--- config.mk ---
export PLATFORM = sky130hd
export DESIGN_NAME = rod_decoder
export DESIGN_NICKNAME = d
export VERILOG_FILES = /design/src/rod_pkg.sv /design/src/rod_decoder.sv
export VERILOG_INCLUDE_DIRS = /design/src /design/src/src
export SDC_FILE = /design/constraint.sdc
export NUM_CORES = 1
export LEC_CHECK = 0
export BUFFER_PORTS_ARGS = -buffer_cell sky130_fd_sc_hd__buf_2
export CAP_MARGIN = 30
export CORE_UTILIZATION = 35
export CTS_CLUSTER_SIZE = 25
export DETAILED_ROUTE_END_ITERATION = 6
export GPL_TIMING_DRIVEN = 0
export PLACE_DENSITY = 0.61
export SYNTH_ARGS = -nofsm -noshare
export SYNTH_HDL_FRONTEND = slang
export SYNTH_SLANG_ARGS = --single-unit
--- constraint.sdc ---
create_clock -name mclk_in -period 2.4 [get_ports mclk_in]
set_clock_uncertainty 0.15 [all_clocks]
set_input_delay 0.48 -clock mclk_in [delete_from_list [all_inputs] [get_ports mclk_in]]
set_output_delay 0.48 -clock mclk_in [all_outputs]
set_load 0.005 [all_outputs]
--- src/rod_regs.svh ---
// Constants for the instruction decode front end: field positions, widths, encodings.
// Included by the package, the decoder and the testbench; holds definitions only.
`ifndef ROD_REGS_SVH
`define ROD_REGS_SVH
`define ROD_WORD_W 32
`define ROD_HALF_W 16
`define ROD_BYTE_W 8
`define ROD_DWORD_W 64
`define ROD_NUM_GPR 192
`define ROD_REG_W 8
`define ROD_OP_HI 31
`define ROD_OP_LO 24
`define ROD_DST_HI 23
`define ROD_DST_LO 16
`define ROD_SRCA_HI 15
`define ROD_SRCA_LO 8
`define ROD_SRCB_HI 7
`define ROD_SRCB_LO 0
`define ROD_IMM_BIT 24
`define ROD_OFF_HI 23
`define ROD_OFF_LO 8
`define ROD_CLS_HI 31
`define ROD_CLS_LO 28
`define ROD_SUB_HI 27
`define ROD_SUB_LO 25
`define ROD_MC_CNT_W 8
`define ROD_FP_CYCLES 8'h04
`define ROD_INTERRUPT_RETURN_OP_CYCLES 8'h02
`define ROD_BOOL_TRUE 32'h80000000
`define ROD_BOOL_FALSE 32'h00000000
`endif

--- src/rod_pkg.sv ---
// Types shared by the instruction decode front end.
// Assumes rod_regs.svh sits on the include path.
`include "rod_regs.svh"
package rod_pkg;
   typedef enum logic [3:0] {
      ROD_CLS_ARITH = 4'h0,
      ROD_CLS_CMP = 4'h1,
      ROD_CLS_LOGIC = 4'h2,
      ROD_CLS_SHIFT = 4'h3,
      ROD_CLS_MOVE = 4'h4,
      ROD_CLS_CONST = 4'h5,
      ROD_CLS_FP = 4'h6,
      ROD_CLS_BRANCH = 4'h7,
      ROD_CLS_MISC = 4'h8,
      ROD_CLS_ILLEGAL = 4'hF
   } rod_class_t;
   typedef enum logic [1:0] {
      ROD_ST_IDLE = 2'b00,
      ROD_ST_BUSY = 2'b01
   } rod_state_t;
   typedef struct packed {
      logic [7:0] dst;
      logic [7:0] src_a;
      logic [7:0] src_b;
      logic use_imm;
      logic [31:0] imm;
   } rod_operands_t;
   typedef struct packed {
      rod_class_t cls;
      logic [2:0] sub;
      logic multi_cycle;
      logic illegal;
      logic load_multiple_op;
      logic store_multiple_op;
      logic interrupt_return_op;
      logic assert_op;
      logic constant_high_op;
      logic signed_ext;
      logic [1:0] width;
   } rod_ctrl_t;
   typedef struct packed {
      logic is_branch;
      logic absolute;
      logic [31:0] target;
   } rod_branch_t;
endpackage

--- src/rod_decoder.sv ---
// Instruction decode front end: operand selects, immediates, branch targets,
// class and multi-cycle flags, assert traps, Boolean and byte-order helpers.
// Assumes one instruction per cycle when valid, and the pipeline honours busy.
// Overview of operation
// - Two sources and one destination each select any of 192 registers.
// - No register is reserved by hardware for any instruction class.
// - Most instructions may take an 8-bit constant instead of source B.
// - Relative branch: signed 16-bit word offset, scaled to bytes, added to PC.
// - Absolute branch: 16-bit word address turned into a byte address.
// - Floating point, interrupt return, load/store multiple are flagged multi-cycle.
// - Each instruction decodes into one of nine classes, or into the illegal class.
// - Assert compares raise a trap when the condition is false.
// - Shift class covers arithmetic, logical and double-word extract shifts.
// - Large constants are built by constant-class load and merge instructions.
// - Word 32, half 16, double 64, byte 8 bits; instructions are one word.
// - Signed or unsigned word, half, byte and FP types chosen by variant.
// - Boolean results live only in the word's top bit, 1 true.
// - Byte order 0: unit 0 sits at the most significant end.
// - Byte order 1: unit 0 sits at the least significant end.
// - The byte-order select is held in the configuration register.
// - Bit 0 is the least significant bit whatever the byte order.
`timescale 1ns/1ps
`include "rod_regs.svh"
module rod_decoder (
   input wire logic mclk_in, // 50 MHz clock
   input wire logic rst_b_in, // Async reset, active low
   input wire logic instr_valid_in, // Instruction word present
   input wire logic [31:0] instr_in, // Fetched instruction word
   input wire logic [31:0] pc_in, // Byte address of the instruction
   input wire logic cfg_we_in, // Configuration write strobe
   input wire logic byte_order_select_in, // Value written to the configuration bit
   input wire logic [31:0] cmp_a_in, // Comparison operand A
   input wire logic [31:0] cmp_b_in, // Comparison operand B
   input wire logic [31:0] ext_word_in, // Word for byte/half extraction
   input wire logic [1:0] ext_index_in, // Byte or half index
   output logic instr_accept_out, // Decoder takes the word this cycle
   output rod_pkg::rod_operands_t operands_out, // Registered operand selects
   output rod_pkg::rod_ctrl_t ctrl_out, // Registered class and flags
   output rod_pkg::rod_branch_t branch_out, // Registered branch target
   output logic decode_valid_out, // Registered outputs are fresh
   output logic trap_req_out, // Assert trap request pulse
   output logic illegal_out, // Illegal instruction pulse
   output logic busy_out, // Multi-cycle hold for the pipeline
   output logic [31:0] bool_out, // Comparison as a Boolean word
   output logic [31:0] ext_data_out, // Extracted byte or half-word
   output logic byte_order_select_out // Current byte-order setting
);
   rod_pkg::rod_state_t state_r, state_nxt;
   logic [7:0] cnt_r, cnt_nxt;
   logic bo_r, bo_nxt;
   rod_pkg::rod_operands_t ops_r, ops_nxt;
   rod_pkg::rod_ctrl_t ctl_r, ctl_nxt;
   rod_pkg::rod_branch_t br_r, br_nxt;
   logic dv_r, dv_nxt, trap_r, trap_nxt, ill_r, ill_nxt;
   logic [31:0] bool_r, bool_nxt, ext_r, ext_nxt;
   logic take;
   logic cmp_true;

   // Shared comparison for compare and assert subcodes
   function automatic logic cmp_eval(input logic [2:0] sub, input logic [31:0] a, input logic [31:0] b);
      case (sub)
         3'h0: cmp_eval = (a == b);
         3'h1: cmp_eval = (a != b);
         3'h2: cmp_eval = ($signed(a) < $signed(b));
         3'h3: cmp_eval = ($signed(a) <= $signed(b));
         3'h4: cmp_eval = ($signed(a) > $signed(b));
         3'h5: cmp_eval = ($signed(a) >= $signed(b));
         3'h6: cmp_eval = (a < b);
         default: cmp_eval = (a >= b);
      endcase
   endfunction

   assign take = instr_valid_in && (state_r == rod_pkg::ROD_ST_IDLE);
   assign instr_accept_out = take;
   assign cmp_true = cmp_eval(instr_in[`ROD_SUB_HI:`ROD_SUB_LO], cmp_a_in, cmp_b_in);

   always_comb begin
      logic [3:0] cls_f;
      logic [2:0] sub;
      logic [15:0] off;
      cls_f = instr_in[`ROD_CLS_HI:`ROD_CLS_LO];
      sub = instr_in[`ROD_SUB_HI:`ROD_SUB_LO];
      off = instr_in[`ROD_OFF_HI:`ROD_OFF_LO];
      state_nxt = state_r;
      cnt_nxt = cnt_r;
      ops_nxt = ops_r;
      ctl_nxt = ctl_r;
      br_nxt = br_r;
      bool_nxt = bool_r;
      dv_nxt = 1'b0;
      trap_nxt = 1'b0;
      ill_nxt = 1'b0;
      bo_nxt = cfg_we_in ? byte_order_select_in : bo_r;
      if (state_r == rod_pkg::ROD_ST_BUSY) begin
         cnt_nxt = cnt_r - 8'h01;
         if (cnt_r == 8'h01) begin
            state_nxt = rod_pkg::ROD_ST_IDLE;
         end
      end
      if (take) begin
         dv_nxt = 1'b1;
         // Plain field slices: every class reaches every register
         ops_nxt.dst = instr_in[`ROD_DST_HI:`ROD_DST_LO];
         ops_nxt.src_a = instr_in[`ROD_SRCA_HI:`ROD_SRCA_LO];
         ops_nxt.src_b = instr_in[`ROD_SRCB_HI:`ROD_SRCB_LO];
         ops_nxt.use_imm = instr_in[`ROD_IMM_BIT];
         ops_nxt.imm = {24'h000000, instr_in[`ROD_SRCB_HI:`ROD_SRCB_LO]};
         ctl_nxt = '0;
         ctl_nxt.sub = sub;
         ctl_nxt.width = sub[1:0];
         ctl_nxt.signed_ext = sub[2];
         br_nxt = '0;
         case (cls_f)
            4'h0: ctl_nxt.cls = rod_pkg::ROD_CLS_ARITH;
            4'h1: ctl_nxt.cls = rod_pkg::ROD_CLS_CMP;
            4'h2: ctl_nxt.cls = rod_pkg::ROD_CLS_LOGIC;
            4'h3: ctl_nxt.cls = rod_pkg::ROD_CLS_SHIFT;
            4'h4: ctl_nxt.cls = rod_pkg::ROD_CLS_MOVE;
            4'h5: ctl_nxt.cls = rod_pkg::ROD_CLS_CONST;
            4'h6: ctl_nxt.cls = rod_pkg::ROD_CLS_FP;
            4'h7: ctl_nxt.cls = rod_pkg::ROD_CLS_BRANCH;
            4'h8: ctl_nxt.cls = rod_pkg::ROD_CLS_MISC;
            default: ctl_nxt.cls = rod_pkg::ROD_CLS_ILLEGAL;
         endcase
         // Shift subcodes 0..3: sll, srl, sra, extract, reserved above
         if (cls_f == 4'h3 && sub > 3'h3) begin
            ctl_nxt.cls = rod_pkg::ROD_CLS_ILLEGAL;
         end
         // Constant subcodes: low, high merge, high zero-lower, negative
         if (cls_f == 4'h5) begin
            ctl_nxt.constant_high_op = (sub == 3'h1) || (sub == 3'h2);
            ops_nxt.imm = (sub == 3'h3) ? {16'hFFFF, off} : {16'h0000, off};
            if (sub > 3'h3) begin
               ctl_nxt.cls = rod_pkg::ROD_CLS_ILLEGAL;
            end
         end
         if (cls_f == 4'h4) begin
            ctl_nxt.load_multiple_op = (sub == 3'h6);
            ctl_nxt.store_multiple_op = (sub == 3'h7);
         end
         if (cls_f == 4'h8) begin
            ctl_nxt.interrupt_return_op = (sub == 3'h0);
         end
         if (cls_f == 4'h7) begin
            br_nxt.is_branch = 1'b1;
            br_nxt.absolute = instr_in[`ROD_IMM_BIT];
            if (instr_in[`ROD_IMM_BIT]) begin
               br_nxt.target = {14'h0000, off, 2'b00};
            end else begin
               br_nxt.target = pc_in + {{14{off[15]}}, off, 2'b00};
            end
         end
         if (cls_f == 4'h1) begin
            ctl_nxt.assert_op = instr_in[`ROD_IMM_BIT];
            bool_nxt = cmp_true ? `ROD_BOOL_TRUE : `ROD_BOOL_FALSE;
            trap_nxt = instr_in[`ROD_IMM_BIT] && !cmp_true;
         end
         if (ctl_nxt.cls == rod_pkg::ROD_CLS_ILLEGAL) begin
            ctl_nxt.illegal = 1'b1;
            ill_nxt = 1'b1;
         end
         // Multi-cycle set; load/store multiple hold for src_b + 1 cycles from the internal count
         ctl_nxt.multi_cycle = (cls_f == 4'h6) || ctl_nxt.interrupt_return_op
                               || ctl_nxt.load_multiple_op || ctl_nxt.store_multiple_op;
         if (ctl_nxt.multi_cycle) begin
            state_nxt = rod_pkg::ROD_ST_BUSY;
            cnt_nxt = (cls_f == 4'h6) ? `ROD_FP_CYCLES : `ROD_INTERRUPT_RETURN_OP_CYCLES;
            if (ctl_nxt.load_multiple_op || ctl_nxt.store_multiple_op) begin
               cnt_nxt = ops_nxt.src_b + 8'h01;
            end
         end
      end
   end

   // Byte/half extraction; bit 0 stays the LSB in both orders
   always_comb begin
      logic [1:0] idx;
      idx = bo_r ? ext_index_in : ~ext_index_in;
      if (ctl_r.width == 2'b01) begin
         ext_nxt = idx[0] ? {16'h0000, ext_word_in[31:16]} : {16'h0000, ext_word_in[15:0]};
         if (ctl_r.signed_ext) begin
            ext_nxt[31:16] = {16{ext_nxt[15]}};
         end
      end else begin
         ext_nxt = {24'h000000, ext_word_in[8*idx +: 8]};
         if (ctl_r.signed_ext) begin
            ext_nxt[31:8] = {24{ext_nxt[7]}};
         end
      end
   end

   always_ff @(posedge mclk_in or negedge rst_b_in) begin
      if (!rst_b_in) begin
         state_r <= rod_pkg::ROD_ST_IDLE;
         cnt_r <= 8'h00;
         bo_r <= 1'b0;
         ops_r <= '0;
         ctl_r <= '0;
         br_r <= '0;
         dv_r <= 1'b0;
         trap_r <= 1'b0;
         ill_r <= 1'b0;
         bool_r <= 32'h00000000;
         ext_r <= 32'h00000000;
      end else begin
         state_r <= state_nxt;
         cnt_r <= cnt_nxt;
         bo_r <= bo_nxt;
         ops_r <= ops_nxt;
         ctl_r <= ctl_nxt;
         br_r <= br_nxt;
         dv_r <= dv_nxt;
         trap_r <= trap_nxt;
         ill_r <= ill_nxt;
         bool_r <= bool_nxt;
         ext_r <= ext_nxt;
      end
   end

   assign operands_out = ops_r;
   assign ctrl_out = ctl_r;
   assign branch_out = br_r;
   assign decode_valid_out = dv_r;
   assign trap_req_out = trap_r;
   assign illegal_out = ill_r;
   assign busy_out = (state_r == rod_pkg::ROD_ST_BUSY);
   assign bool_out = bool_r;
   assign ext_data_out = ext_r;
   assign byte_order_select_out = bo_r;
endmodule

Yosys cells after proc, flatten, opt, wreduce, memory -nomap -nowiden

Memories as Yosys holds them, arrays and structs flattened.
Index checks and enable logic that the tools add are counted.

$lt $le $gt $ge: 7
Add/subtract/negate cells: 3
Bitwise operators: 1
Eq/ne operators: 20
Reduce and logical (&&, ||, !) cells: 12
Mux-type cells: 35
Shift operators: 1

Operators by type and width:

| operator            | count |
|---|---|
| $mux 32             | 5 |
| $ge 32x32->1        | 2 |
| $lt 32x32->1        | 2 |
| $mux 34             | 1 |
| $add 32x32->32      | 1 |
| $eq 32x32->1        | 1 |
| $gt 32x32->1        | 1 |
| $le 32x32->1        | 1 |
| $mux 16             | 2 |
| $mux 8              | 4 |
| $ne 32x32->1        | 1 |
| $shiftx 32x6->8     | 1 |
| $mux 24             | 1 |
| $eq 4x3->1 const B  | 4 |
| $mux 4              | 4 |
| $mux 2              | 7 |
| $eq 3x3->1 const B  | 4 |
| $mux 1              | 9 |
| $add 8x1->8 const B | 1 |
| $eq 4x4->1 const B  | 2 |
| $eq 8x1->1 const B  | 1 |
| $sub 8x1->8 const B | 1 |
| $pmux 1 s7          | 1 |
| $eq 3x2->1 const B  | 2 |
| other kinds (13)    | 20 |

Output and inout bits: 178
Input port bits: 167
Memory bits (read-only): 64
Word-level logic and storage cells: 107
Memories kept: 1
Register bits: 186

Memory list:

| memory           | words | bits a word | read ports | clocked after Yosys merged registers in | write ports | RTL line           | text |
|---|---|---|---|---|---|---|---|
| (name not given) | 16    | 4           | 1          | 0                                       | 0           | rod_decoder.sv:113 | `case (cls_f)` |

Depth between registers and ports, before layout

Depth in word-level cells: 9
Mapped depth: 12
Mapped depth without buffers: 12

Least setup slack after synthesis

OpenSTA, ideal clock, no wires.

Path type: in2reg
From: input instr_in[8]
To: register br_r (netlist bit branch_out[28])
Required time: 2174 ps
Path buffers: 0
Stages on the path: 12
Arrival time: 2528 ps
Path slack: -354 ps
Cells stage by stage: ha_1 > inv_1 > fa_1 > nand2b_1 > a21oi_1 > o21ai_1 > a31oi_2 > a221oi_4 > o31ai_2 > a41oi_2 > xor2_1 > o21ai_1

Longest elaborated chain between the ends: 3

Ends and longest elaborated chain:

| element                | RTL line           | text |
|---|---|---|
| start: declaration     | rod_decoder.sv:28  | `input wire logic [31:0] instr_in,` |
| $add 32x32->32         | rod_decoder.sv:150 | `br_nxt.target = pc_in + {{14{off[15]}}, off, 2'b00};` |
| $mux 32                | rod_decoder.sv:147 | `` if (instr_in[`ROD_IMM_BIT]) begin `` |
| $mux 34                | rod_decoder.sv:144 | `if (cls_f == 4'h7) begin` |
| end signal: assignment | rod_decoder.sv:211 | `br_r <= br_nxt;` |
| end: declaration       | rod_decoder.sv:53  | `rod_pkg::rod_branch_t br_r, br_nxt;` |

No other way between the ends.
A chain may end at the register's enable or synchronous reset.

Worst setup path in the final report

From: input cmp_a_in[17]
To: register bool_r[31] (netlist: bool_out[31])

Longest elaborated chain between the ends: 3
Elaborated cells between the ends (all ways): 10
Classes of those cells: 6 x order compare; 2 x eq/ne; 2 x mux

Ends and longest elaborated chain:

| element                                    | RTL line           | text |
|---|---|---|
| start: declaration                         | rod_decoder.sv:32  | `input wire logic [31:0] cmp_a_in,` |
| $ge 32x32->1, or another cell as far along | rod_decoder.sv:69  | `default: cmp_eval = (a >= b);` |
| $pmux 1 s7 (*)                             | rod_decoder.sv:61  | `case (sub)` |
| $mux 32 (no source line) (*)               | --                 |  |
| end signal: assignment                     | rod_decoder.sv:215 | `bool_r <= bool_nxt;` |
| end: declaration                           | rod_decoder.sv:55  | `logic [31:0] bool_r, bool_nxt, ext_r, ext_nxt;` |

Mark *: on every way between the ends. The rest lies on a longest branch, timed or not.

==> reports/metrics.csv <==
stage;metric;value;unit
floorplanning;die height;153;um
floorplanning;core area;22200;um^2
critical_path;top cell family by delay on the critical path;compound AO/OA/AOI/OAI gates;
yosys;Yosys top cell area share;38.1;%
timing;Final setup viols;2;
routing;iteration count of the initial detailed-routing pass;6;
timing;period utilisation layout;102;%
power;Leak;6.11;nW
cts;clk root buf;clkbuf_16;
critical_path;R2R cell count;4;
place;IO Port Bufs;309;
critical_path;Critical Path End Type;flip-flop;
critical_path;crit-path max FO;6;
timing;Slew @ Worst Pin;0.803;ns
layout;Layout Utilization;52.7;%
cts;clock buffer count from CTS;17;
critical_path;Setup crit end;bool_out[31];
yosys;Synth Area per Inst;8.73;um^2
hold_path;hold path depth;3;
cts;Sink Count;122;
yosys;number of enable flip-flop cells after synthesis;0;
timing;setup TNS;-0.0747;ns
flow_run;max_cap viols;0;
layout;nets;1526;
critical_path;Worst path depth;10;
status;status;finished with violations;
cts;Max Buffers Root-to-Sink;2;
global_route;GRT Util Overall;21.8;%
power;maximum VDD drop;0.449;mV
global_route;GRT overflow;0;
power;Power, Total;9.24;mW
power;pwr dens;791;nW/um^2
critical_path;reg-to-reg setup timing slack;0.18;ns
routing;antenna-violating nets left;0;
floorplanning;die width;153;um
cts;clk_lat worst skew;0.41;ns
yosys;simple-gate share of the synthesized area;17.3;%
layout;Syn-to-layout area delta;45.9;%
yosys;complex-gate fraction of the synthesized area;16.8;%
yosys;Synth Cell Area;8010;um^2
yosys;multiplexer share of the synthesized area;2.80;%
status;failing checks;negative setup slack;
yosys;Synth async-reset ratio;100;%
global_route;initial antenna violation count;6;
critical_path;Required @ worst endpoint;2.53;ns
yosys;adder-cell share of the synthesized area;10.2;%
layout;layout cells sized above 1;41.3;%
yosys;largest family of logic cells by synthesized area;simple AND/OR/NAND/NOR gates;
critical_path;number of buffers and inverters on the critical path;2;
timing;RSZ-0062 raised after global routing;yes;
timing;fmax;410;MHz
layout;# fillers;2104;
yosys;ys flop type;dfrtp_1;
routing;First DRT Iteration DRCs;331;
yosys;Synth cell types;63;
critical_path;Reg-to-Reg Start;byte_order_select_out;
cts;CTS tree;built;
yosys;Yosys reg bits;122;
timing;max_slew headroom;46.4;%
timing;Final Hold Viols;0;
layout;commonest cells after routing, fill and taps aside;buf_2 (291), nand2_1 (178), dfrtp_1 (122), buf_4 (85), o21ai_0 (57);
critical_path;Most common cell on crit path;o311ai_4;
layout;post-route cell area;11700;um^2
routing;drt via density;4.89;
place;routability-driven placement congestion ratio;0.872;
floorplanning;initial core utilization;36.1;%
place;dpl cell area;10300;um^2
critical_path;startpoint types;input port;
floorplanning;FP Rows;54;
yosys;Ys Warns;0;
floorplanning;Top Ports;345;
timing;final worst slack;-0.0411;ns
critical_path;reg2reg end;ext_data_out[11];
routing;drt total wl;26300;um
cts;htree depth;4;
yosys;sequential cell area fraction in the yosys report;38.1;%
timing;Max Slew Vio Count;0;
critical_path;crit path from;cmp_a_in[17];
routing;drt wl/cell;16.5;um
timing;Final Critical Period;2.44;ns
yosys;Synth area leader;dfrtp_1;
critical_path;crit-path max cell delay;0.34;ns
layout;commonest non-fill, non-tap cell in the layout;buf_2;
yosys;synthesized instance count;917;
hold_path;HP Class;input port to flip-flop;
routing;total number of vias;7774;
global_route;vias in the first global route;7397;
layout;multi-input logic area;4970;um^2
timing;Fin Hold WS;0.119;ns
global_route;pin count of the biggest net entering global routing;73;
critical_path;Arrival @ worst endpoint;2.57;ns
yosys;synth top area cells;dfrtp_1 (38%), ha_1 (10%), nand2_1 (8.4%), buf_4 (6.0%), o21ai_0 (3.9%);
yosys;xor and xnor fraction of the mapped netlist area;4.92;%
floorplanning;full die area;23500;um^2
cts;Clock transition at path regs;0.06;ns
place;Detail Placement HPWL;20100;um
critical_path;Crit Path Class;input port to flip-flop;
global_route;first-pass GRT wire length;39800;um
layout;Reg area;3050;um^2
critical_path;crit-path cells;buf_6 -> ha_4 -> nand4_1 -> nor4_4 -> buf_4 -> o311ai_4 -> and4b_4 -> o221a_4 -> o311ai_4 -> mux2i_1;
critical_path;slowest CP cell;o311ai_4;
routing;DRC violations left;0;
[Yosys cell counts, types with 12 or more instances]
master,n
xor2_1,26
nor2_1,41
dfrtp_1,122
o21ai_0,62
ha_1,64
nand3_1,31
clkbuf_1,27
a21oi_1,49
buf_4,64
mux2i_1,19
nand2_1,179
xnor2_1,19
inv_1,46
nor3_1,12
a21o_1,21
[state kept, by name, summed over array words and instances, names as in the netlist]
register               flops
cnt_r                      8
decode_valid_out           1
state_r                    2
bool_out                   1
trap_req_out               1
branch_out                34
ext_data_out              17
operands_out              42
illegal_out                1
byte_order_select_out      1
ctrl_out                  14
[per-layer routing]
metal	track usage [%]	routed length, um	vias up
li1	-	-	3835
met1	26.1	10800	3632
met2	37.5	13100	257
met3	6.58	1780	46
met4	6.01	584	4
met5	0	25	-
[layout make-up]
type | instances | area share (%)
Timing Repair Buffer | 330 | 16.0
Clock inverter | 15 | 1.69
Sequential cell | 122 | 26.1
Inverter | 46 | 1.63
Clock buffer | 17 | 3.64
Tap cell | 280 | 3.00
Multi-Input combinational cell | 681 | 42.5
Buffer | 96 | 5.33
Antenna cell | 4 | 0.0856
[worst min-delay path by stage]
stage	startpoint	to	slack, ns
final	instr_in[8]	operands_out[41]	0.12
after global routing	pc_in[0]	branch_out[0]	0.11
after CTS	pc_in[0]	branch_out[0]	0.11
after detailed placement	operands_out[50]	operands_out[50]	0.31
after global placement	ctrl_out[15]	ctrl_out[15]	0.30
after floorplan	rst_b_in	bool_out[31]	0.03
[timing repair]
item | CTS | global route
setup buffers | 3 | 16
resized for setup | 28 | 100
pin swaps | 21 | 62
hold buffers | 1 | 0
hold endpoints to repair | 50 | 0
setup endpoints to repair | 17 | 21
[metrics by stage]
stage	instances	worst slack (ns)
floorplan	947	-0.213
global placement	1536	-1.01
detailed placement	1537	-0.978
CTS	1572	0.0000409
global route	1589	-0.0888
finish	1591	-0.0411
[worst register-to-register path, stage by stage (launching register included)]
cell	delay (ns)
dfrtp_1	0.48
xnor2_2	0.43
mux4_2	0.59
nand3_1	0.23
o21ai_0	0.19
[cells by family (layout without fill, tap and decap cells)]
group           after synthesis  after routing
simple gates                311            311
compound gates              208            208
buf+inv                     144            504
flops                       122            122
fa+ha+maj                    65             65
xor+xnor                     45             45
mux                          21             21
other cells                   1             35
[where the power goes]
group          total [mW]  internal (mW)  switching (mW)
sequential           3.03           2.67           0.362
combinational        3.47           1.64            1.83
clock                2.74           1.74            1.00
total                9.24           6.05            3.19
Power figures use the tool's default switching activity.
